--- src/hdl/slp_map.svh ---
// mode codes and timing counts of the sleep controller
`ifndef SLP_MAP_SVH
`define SLP_MAP_SVH

// ---------------------------------------------------------------
// sleep mode codes
// ---------------------------------------------------------------
`define SLP_MODE_IDLE   3'h0
`define SLP_MODE_ADCNR  3'h1
`define SLP_MODE_PDOWN  3'h2
`define SLP_MODE_PSAVE  3'h3
`define SLP_MODE_STBY   3'h6
`define SLP_MODE_XSTBY  3'h7

// ---------------------------------------------------------------
// timing
// ---------------------------------------------------------------
`define SLP_CLK_MHZ        125
`define SLP_CNT_W          16
`define SLP_STBY_WAKE_CYC  6
`define SLP_FAST_WAKE_CYC  1
`define SLP_OSC_WAKE_CYC   16
`define SLP_VREF_START_NS  1000
`define SLP_VREF_CYC ((`SLP_VREF_START_NS*`SLP_CLK_MHZ+999)/1000)

`endif

--- src/hdl/slp_pkg.sv ---
// types shared by the sleep controller
`default_nettype none
package slp_pkg;
  typedef enum logic [1:0] {ST_ACTIVE, ST_SLEEP, ST_WAKE} slp_fsm_t;

  typedef struct packed {
    logic cpu;
    logic flash;
    logic io;
    logic adc;
    logic asy;
    logic main_osc;
    logic tmr_osc;
  } slp_clk_t;

  typedef struct packed {
    slp_fsm_t   fsm;
    logic [2:0] mode;
    slp_clk_t   clk;
    logic       adc_power;
    logic       acomp_power;
    logic       vref_power;
    logic       vref_ready;
    logic       bod_power;
    logic       wdt_run;
    logic       input_buf_en;
    logic       scan_if_en;
    logic       tdo_out;
    logic       tdo_oe;
    logic       adc_ext_conv;
    logic       adc_en_d;
    logic       sleeping;
  } slp_state_t;
endpackage
`default_nettype wire

--- src/hdl/slp_cnt.sv ---
// loadable down counter used for wake-up and reference start-up delays
`timescale 1ns/1ps
`default_nettype none
module slp_cnt #(
  parameter int W = 16
) (
  input  wire logic         clk_sys,
  input  wire logic         rstn,
  input  wire logic         clk_en,
  input  wire logic         load,
  input  wire logic [W-1:0] load_val,
  output logic              done
);
  typedef struct packed {
    logic [W-1:0] cnt;
  } slp_cnt_state_t;

  slp_cnt_state_t st;
  slp_cnt_state_t next_st;

  if (W < 2) begin : g_chk
    $error("slp_cnt: W must be at least 2");
  end

  // load wins, otherwise count down to zero and hold
  always_comb begin
    next_st = st;
    if (load) begin
      next_st.cnt = load_val;
    end else if (st.cnt != '0) begin
      next_st.cnt = st.cnt - W'(1);
    end
  end

  always_ff @(posedge clk_sys) begin
    if (!rstn) begin
      st <= '0;
    end else if (clk_en) begin
      st <= next_st;
    end
  end

  assign done = (st.cnt == '0);
endmodule
`default_nettype wire

--- src/hdl/slp_ctrl.sv ---
// sleep-mode clock gating and power controller
`timescale 1ns/1ps
`default_nettype none
`include "slp_map.svh"
// How it works
// - idle stops only cpu and flash clocks
// - adc noise mode runs adc, async, main
// - timer osc needs async select; async clock does in psave, xstby
// - standby modes keep main oscillator running with ext crystal
// - deep modes wake on level/ext_irq_two pins, twi match; psave, xstby also on async timer2
// - enabled adc stays powered in sleep
// - adc re-enable makes next conversion extended
// - comparator off in deep sleep modes
// - reference powered only when needed, start-up
// - brown-out detector stays on by fuse
// - enabled watchdog keeps running in sleep
// - debug fuse with scan port on keeps main osc in deep
// - tdo undriven unless tap is shifting
// - sleep request decodes mode select field
// - standby wake-up takes six cycles
module slp_ctrl #(
  parameter int OSC_WAKE_CYC = `SLP_OSC_WAKE_CYC,
  parameter int VREF_CYC     = `SLP_VREF_CYC
) (
  input  wire logic       clk_sys,
  input  wire logic       rstn,
  input  wire logic       clk_en,
  input  wire logic       sleep_req,
  input  wire logic [2:0] sleep_mode_select,
  input  wire logic       ext_crystal_sel,
  input  wire logic       timer2_async_select,
  input  wire logic       brownout_enable_fuse,
  input  wire logic       debug_enable_fuse,
  input  wire logic       scan_port_enable_fuse,
  input  wire logic       scan_port_disable,
  input  wire logic       adc_enable,
  input  wire logic       adc_conv_start,
  input  wire logic       acomp_enable,
  input  wire logic       acomp_use_ref,
  input  wire logic       wdt_enable,
  input  wire logic       ext_irq_two,
  input  wire logic       ext_irq_one_level,
  input  wire logic       ext_irq_zero_level,
  input  wire logic       ext_irq_edge,
  input  wire logic       twi_addr_match,
  input  wire logic       timer2_irq,
  input  wire logic       spm_ee_ready,
  input  wire logic       adc_done,
  input  wire logic       other_io_irq,
  input  wire logic       tap_shift,
  input  wire logic       tap_tdo_data,
  output logic            cpu_clk_en,
  output logic            flash_clk_en,
  output logic            io_clk_en,
  output logic            adc_clk_en,
  output logic            asy_clk_en,
  output logic            main_osc_en,
  output logic            timer_osc_en,
  output logic            sleeping,
  output logic [2:0]      sleep_mode,
  output logic            adc_power,
  output logic            adc_ext_conv,
  output logic            acomp_power,
  output logic            vref_power,
  output logic            vref_ready,
  output logic            bod_power,
  output logic            wdt_run,
  output logic            input_buf_en,
  output logic            scan_if_en,
  output logic            tdo_out,
  output logic            tdo_oe
);
  import slp_pkg::*;

  localparam int CW = `SLP_CNT_W;

  if (OSC_WAKE_CYC < 1 || OSC_WAKE_CYC >= 2**CW ||
      VREF_CYC < 1 || VREF_CYC >= 2**CW) begin : g_chk
    $error("slp_ctrl: delay counts out of range");
  end

  slp_state_t     st;
  slp_state_t     next_st;
  logic           wake_load;
  logic [CW-1:0]  wake_val;
  logic           wake_done;
  logic           vref_load;
  logic           vref_done;
  logic           wake_hit;
  logic           dbg_osc;
  logic           deep;
  logic [2:0]     eff_mode;
  logic           mode_legal;

  // ---------------------------------------------------------------
  // helper functions
  // ---------------------------------------------------------------

  // clocks and oscillators left running in a given sleep mode
  function automatic slp_clk_t clk_cfg(input logic [2:0] m,
                                       input logic async,
                                       input logic dbg);
    slp_clk_t c;
    c = '0;
    case (m)
      `SLP_MODE_IDLE: begin
        c.io       = 1'b1;
        c.adc      = 1'b1;
        c.asy      = 1'b1;
        c.main_osc = 1'b1;
        c.tmr_osc  = async;
      end
      `SLP_MODE_ADCNR: begin
        c.adc      = 1'b1;
        c.asy      = 1'b1;
        c.main_osc = 1'b1;
        c.tmr_osc  = async;
      end
      `SLP_MODE_PDOWN: begin
        c.main_osc = dbg;
      end
      `SLP_MODE_PSAVE: begin
        c.asy      = async;
        c.tmr_osc  = async;
        c.main_osc = dbg;
      end
      `SLP_MODE_STBY: begin
        c.main_osc = 1'b1;
      end
      `SLP_MODE_XSTBY: begin
        c.asy      = async;
        c.tmr_osc  = async;
        c.main_osc = 1'b1;
      end
      default: begin
        c = '1;
        c.tmr_osc = async;
      end
    endcase
    return c;
  endfunction

  // true when a mode has io and adc clocks stopped
  function automatic logic is_deep(input logic [2:0] m);
    return !(m == `SLP_MODE_IDLE || m == `SLP_MODE_ADCNR);
  endfunction

  // ---------------------------------------------------------------
  // mode decode and wake-up qualification
  // ---------------------------------------------------------------

  // standby modes fall back to their oscillator-off twins without ext crystal
  always_comb begin
    eff_mode   = sleep_mode_select;
    mode_legal = 1'b1;
    case (sleep_mode_select)
      `SLP_MODE_STBY: begin
        if (!ext_crystal_sel) begin
          eff_mode = `SLP_MODE_PDOWN;
        end
      end
      `SLP_MODE_XSTBY: begin
        if (!ext_crystal_sel) begin
          eff_mode = `SLP_MODE_PSAVE;
        end
      end
      3'h4, 3'h5: begin
        mode_legal = 1'b0; // reserved codes: no sleep
      end
      default: begin
        mode_legal = 1'b1;
      end
    endcase
  end

  // wake sources that count in the current sleep mode
  always_comb begin
    logic ext;
    ext = ext_irq_two | ext_irq_one_level | ext_irq_zero_level;
    case (st.mode)
      `SLP_MODE_IDLE: begin
        wake_hit = ext | ext_irq_edge | twi_addr_match | timer2_irq |
                   spm_ee_ready | adc_done | other_io_irq;
      end
      `SLP_MODE_ADCNR: begin
        wake_hit = ext | twi_addr_match | timer2_irq |
                   spm_ee_ready | adc_done;
      end
      `SLP_MODE_PSAVE, `SLP_MODE_XSTBY: begin
        wake_hit = ext | twi_addr_match |
                   (timer2_irq & timer2_async_select);
      end
      default: begin
        wake_hit = ext | twi_addr_match;
      end
    endcase
  end

  // ---------------------------------------------------------------
  // next-state logic
  // ---------------------------------------------------------------

  // sequencing, clock gating and analog power control
  always_comb begin
    next_st   = st;
    wake_load = 1'b0;
    wake_val  = '0;
    next_st.scan_if_en = scan_port_enable_fuse &
                         !scan_port_disable;
    dbg_osc = debug_enable_fuse & next_st.scan_if_en;
    case (st.fsm)
      ST_ACTIVE: begin
        if (sleep_req && mode_legal) begin
          next_st.fsm  = ST_SLEEP;
          next_st.mode = eff_mode;
        end
      end
      ST_SLEEP: begin
        if (wake_hit) begin
          next_st.fsm = ST_WAKE;
          wake_load   = 1'b1;
          if (st.mode == `SLP_MODE_STBY ||
              st.mode == `SLP_MODE_XSTBY) begin
            wake_val = CW'(`SLP_STBY_WAKE_CYC - 1);
          end else if (!is_deep(st.mode)) begin
            wake_val = CW'(`SLP_FAST_WAKE_CYC - 1);
          end else begin
            wake_val = CW'(OSC_WAKE_CYC - 1);
          end
        end
      end
      ST_WAKE: begin
        if (wake_done) begin
          next_st.fsm = ST_ACTIVE;
        end
      end
      default: begin
        next_st.fsm = ST_ACTIVE;
      end
    endcase

    // clocks restart in wake, cpu and flash only once it ends
    case (next_st.fsm)
      ST_SLEEP: begin
        next_st.clk = clk_cfg(next_st.mode, timer2_async_select,
                              dbg_osc);
      end
      ST_WAKE: begin
        next_st.clk       = clk_cfg(3'h4, timer2_async_select,
                                    dbg_osc);
        next_st.clk.cpu   = 1'b0;
        next_st.clk.flash = 1'b0;
      end
      default: begin
        next_st.clk = clk_cfg(3'h4, timer2_async_select, dbg_osc);
      end
    endcase
    next_st.sleeping = (next_st.fsm != ST_ACTIVE);
    deep = (next_st.fsm == ST_SLEEP) && is_deep(next_st.mode);

    next_st.adc_power   = adc_enable;
    next_st.acomp_power = acomp_enable & !deep;
    next_st.bod_power   = brownout_enable_fuse;
    next_st.wdt_run     = wdt_enable;
    next_st.vref_power  = brownout_enable_fuse | adc_enable |
                          (acomp_enable & acomp_use_ref);
    vref_load = next_st.vref_power & !st.vref_power;
    next_st.vref_ready = next_st.vref_power & st.vref_power &
                         vref_done;

    next_st.input_buf_en = next_st.clk.io |
                           next_st.clk.adc;

    next_st.tdo_oe  = next_st.scan_if_en & tap_shift;
    next_st.tdo_out = tap_tdo_data & next_st.tdo_oe;

    // a fresh enable beats a start in the same cycle
    next_st.adc_en_d = adc_enable;
    if (adc_conv_start) begin
      next_st.adc_ext_conv = 1'b0;
    end
    if (adc_enable && !st.adc_en_d) begin
      next_st.adc_ext_conv = 1'b1;
    end
  end

  // ---------------------------------------------------------------
  // state register and delay counters
  // ---------------------------------------------------------------

  // register the whole state; clk_en freezes it
  always_ff @(posedge clk_sys) begin
    if (!rstn) begin
      st              <= '0;
      st.fsm          <= ST_ACTIVE;
      st.clk          <= 7'h7E;
      st.input_buf_en <= 1'b1;
    end else if (clk_en) begin
      st <= next_st;
    end
  end

  slp_cnt #(.W(CW)) u_wake_cnt (
    .clk_sys  (clk_sys),
    .rstn     (rstn),
    .clk_en   (clk_en),
    .load     (wake_load),
    .load_val (wake_val),
    .done     (wake_done)
  );

  slp_cnt #(.W(CW)) u_vref_cnt (
    .clk_sys  (clk_sys),
    .rstn     (rstn),
    .clk_en   (clk_en),
    .load     (vref_load),
    .load_val (CW'(VREF_CYC - 1)),
    .done     (vref_done)
  );

  // outputs straight from the state register
  assign cpu_clk_en   = st.clk.cpu;
  assign flash_clk_en = st.clk.flash;
  assign io_clk_en    = st.clk.io;
  assign adc_clk_en   = st.clk.adc;
  assign asy_clk_en   = st.clk.asy;
  assign main_osc_en  = st.clk.main_osc;
  assign timer_osc_en = st.clk.tmr_osc;
  assign sleeping     = st.sleeping;
  assign sleep_mode   = st.mode;
  assign adc_power    = st.adc_power;
  assign adc_ext_conv = st.adc_ext_conv;
  assign acomp_power  = st.acomp_power;
  assign vref_power   = st.vref_power;
  assign vref_ready   = st.vref_ready;
  assign bod_power    = st.bod_power;
  assign wdt_run      = st.wdt_run;
  assign input_buf_en = st.input_buf_en;
  assign scan_if_en   = st.scan_if_en;
  assign tdo_out      = st.tdo_out;
  assign tdo_oe       = st.tdo_oe;
endmodule
`default_nettype wire

--- config.mk ---
export PLATFORM = sky130hd
export DESIGN_NAME = slp_ctrl
export DESIGN_NICKNAME = d
export VERILOG_FILES = /design/src/hdl/slp_pkg.sv /design/src/hdl/slp_cnt.sv /design/src/hdl/slp_ctrl.sv
export VERILOG_INCLUDE_DIRS = /design/src /design/src/hdl
export SDC_FILE = /design/constraint.sdc
export NUM_CORES = 1
export LEC_CHECK = 0
export ABC_AREA = 0
export BUFFER_PORTS_ARGS = -buffer_cell sky130_fd_sc_hd__clkbuf_2
export CAP_MARGIN = 20
export CORE_MARGIN = 2
export CORE_UTILIZATION = 35
export DETAILED_ROUTE_END_ITERATION = 16
export GPL_ROUTABILITY_DRIVEN = 0
export PLACE_DENSITY_LB_ADDON = 0.15
export SYNTH_ARGS = -nofsm -noshare
export SYNTH_HDL_FRONTEND = slang
export SYNTH_SLANG_ARGS = --single-unit
--- constraint.sdc ---
create_clock -name clk_sys -period 3.75 [get_ports clk_sys]
set_clock_uncertainty 0.2 [all_clocks]
set_input_delay 0.75 -clock clk_sys [delete_from_list [all_inputs] [get_ports clk_sys]]
set_output_delay 0.75 -clock clk_sys [all_outputs]
set_load 0.05 [all_outputs]
==> results.json <==
{
  "slowest_stage": "nor4_2",
  "grt_remaining_overflow": 0,
  "routedWlPerCell_um": 14.0,
  "synth-edff-count": 0,
  "vdd.ir_drop.worst_mv": 0.202,
  "die_w_um": 96.0,
  "core-area_um2": 8220,
  "via_per_inst": 5.38,
  "cts_root_buffer": "clkbuf_8",
  "combPwrFrac": 0.458,
  "cpMostUsedCell": "a21oi_1",
  "post-synth-top-area-fraction": 0.372,
  "cts_hold_buffers": 0,
  "worst-path-max-fanout": 7,
  "synth.distinct_cells": 59,
  "htree_num_levels": 2,
  "placement.io_buffers": 50,
  "grtUsageTotal": 0.165,
  "synth_seq_cells": 55,
  "period_minus_slack_ns": 2.93,
  "die_area_um2": 9210,
  "leakagePower_nw": 1.39,
  "cts.repair.resized": 0,
  "cts_buffer_depth": 2,
  "nNetsFinal": 425,
  "drc": 0,
  "insertion_delay_ns": 0.32,
  "syn_inst": 349,
  "slew_violations": 0,
  "switching_share": 0.434,
  "synth.area.top_cells": "dfxtp_1 (37%), mux2i_1 (4.7%), nor2_1 (4.2%)",
  "drv_cap": 0,
  "final_cells": 497,
  "power.total_mw": 2.17,
  "grt_pass1_vias": 2560,
  "tightest_slew_ns": 0.713,
  "cp.required_ns": 3.74,
  "hold_path.class": "reg2reg",
  "detail_route.iter0.violations": 137,
  "yosysTopAreaCell": "dfxtp_1",
  "synth_area_um2": 2960,
  "grt_start_max_net_pins": 43,
  "reg2reg_depth": 11,
  "crit_family": "compound AO/OA/AOI/OAI gates",
  "mostFrequentLayoutCells": "dfxtp_1 (55), clkbuf_2 (50), nor2_1 (33), nand2_1 (29)",
  "yosysSeqAreaShare": 0.372,
  "slowest_delay_ns": 0.41,
  "cp-start-kind": "input port",
  "whs_ns": 0.267,
  "layout.cells.most_common": "dfxtp_1",
  "rsz0062_at_grt": "no",
  "postCtsSetupBuffers": 0,
  "finalCritPeriodShare": 0.780,
  "pwr_density_cell_nw_per_um2": 642,
  "cts_tree": "done",
  "num_io_pins": 51,
  "synth_area_per_cell_um2": 8.48,
  "hold_depth": 2,
  "yosysWarningCount": 0,
  "first_pass_iters": 4,
  "dp.cells": 489,
  "cts_buffers": 5,
  "critPathBufInv": 3,
  "setup_violations": 0,
  "async_reset_ff_frac": 0,
  "cts_sinks": 55,
  "worstPathCellList": "clkbuf_2 -> nor4_2 -> a21oi_1 -> a21oi_1 -> buf_4 -> and2_1 -> inv_1 -> ha_1 -> nand2b_1 -> a2111oi_0 -> o21ai_0",
  "tns_ns": 0,
  "rows": 33,
  "synthFlopType": "dfxtp_1",
  "dpl.hpwl_mm": 5.01,
  "p_sw_mw": 0.942,
  "antenna_found_initial": 0,
  "synth_fp_nets": 383,
  "critical_path.endpoint_type": "flop",
  "status": "completed",
  "power_frac_clock": 0.168,
  "wl_mm": 6.97,
  "worstSetupPathType": "in2reg",
  "syn2layout_area_growth_pct": 14.3,
  "seqPwrFrac": 0.375,
  "p_int_mw": 1.23,
  "fmax_mhz": 342,
  "cp.depth": 11,
  "initial_utilization": 0.360,
  "drtAntennaViolNets": 0,
  "diodes": 0,
  "relSlewSlack": 0.521,
  "grt_pass1_wl_mm": 12.1,
  "dieHeight_um": 96.0,
  "path_clk_slew_ns": 0.12,
  "final_layout_size_suffix_gt1_frac": 0.194,
  "cp.arrival_ns": 2.92,
  "num_vias": 2676,
  "post-route-util": 0.412,
  "hold_viol": 0
}
synth_stat cells, types with 2 or more instances:
library cell / instances
o21ai_0: 10
nand3_1: 11
o32ai_1: 2
nand4_1: 6
nor2_1: 33
a21boi_1: 4
nor3_1: 11
o21ai_1: 3
buf_4: 4
a32o_1: 2
o211ai_1: 7
o221ai_1: 2
nand2b_1: 9
o2111ai_1: 3
or3_1: 5
clkbuf_1: 14
a211oi_1: 8
a32oi_1: 2
or4b_1: 4
mux2_2: 2
ha_1: 5
buf_6: 2
inv_1: 16
a21o_1: 2
a21oi_1: 16
nand4b_1: 5
nor4b_1: 2
nor2b_1: 4
and3_1: 3
a31oi_1: 3
o31ai_1: 5
or4_1: 5
nor4_1: 7
mux2i_1: 14
dfxtp_1: 55
xor2_1: 11
nand2_1: 29
and2_1: 2
worst reg2reg max path: cells and delay by family, from the launching register on:
| kind | cells | cell delay [ns] |
|---|---|---|
| flip-flops | 1 | 0.34 |
| adder cells (fa/ha/maj) | 2 | 0.39 |
| AO/OA/AOI/OAI | 2 | 0.52 |
| buffers and inverters | 2 | 0.13 |
| AND/OR/NAND/NOR | 5 | 1.22 |
worst paths after layout:
| kind | startpoint | to | slack, ns |
|---|---|---|---|
| worst max register to register | u_wake_cnt.st[0]$_SDFFE_PN0P_ | asy_clk_en$_SDFFE_PN1P_ | 0.84 |
| worst max-delay path | twi_addr_match | asy_clk_en$_SDFFE_PN1P_ | 0.82 |
| worst min-delay path | adc_clk_en$_SDFFE_PN1P_ | adc_clk_en$_SDFFE_PN1P_ | 0.27 |
| worst min register to register | adc_clk_en$_SDFFE_PN1P_ | adc_clk_en$_SDFFE_PN1P_ | 0.27 |
registers in the layout (all words and copies together) (netlist names), 3 cells and up:
| signal | count |
|---|---|
| sleep_mode | 3 |
| u_vref_cnt.st | 16 |
| u_wake_cnt.st | 16 |
| st | 3 |
cells by family after synthesis:
| logic type | synth area share |
|---|---|
| AOI/OAI and AO/OA | 0.188 |
| xor gates and xnor gates | 0.0326 |
| adders and majority gates | 0.0211 |
| buffers and inverters | 0.0600 |
| DFF | 0.372 |
| muxes | 0.0550 |
| and+or+nand+nor | 0.271 |
power by group through the flow:
stage	clock network [mW]	registers, mW	logic (mW)
after global routing	0.395	0.833	1.12
after detailed placement	0	0.824	0.988
after floorplan	0	0.858	0.779
final	0.364	0.813	0.994
after CTS	0.372	0.812	0.996
after global placement	0	0.824	0.987
per-layer routing:
layer	share of wire	GRT usage	up-vias
met2	0.45	0.266	68
met5	0	0	-
met4	0.017	0.0536	0
met3	0.050	0.0321	12
met1	0.48	0.222	1231
li1	-	-	1365
area by class of cell:
cell class	instances	area, um2
flip-flops and latches	55	1100
multi-input cells	255	1690
fillers	816	4830
inverters	17	63.8
well taps	105	131
clock buffers	5	68.8
clock inverters	3	27.5
repair buffers	57	303
per-stage QoR:
| step | worst slack, ns | area, um2 |
|---|---|---|
| final | 0.823 | 3380 |
| after global routing | 0.488 | 3380 |
| after CTS | 0.853 | 3380 |
| after detailed placement | 0.518 | 3290 |
| after global placement | 0.589 | 3290 |
| after floorplan | 0.702 | 2960 |
Note: power is estimated with default switching activity, not from simulation.
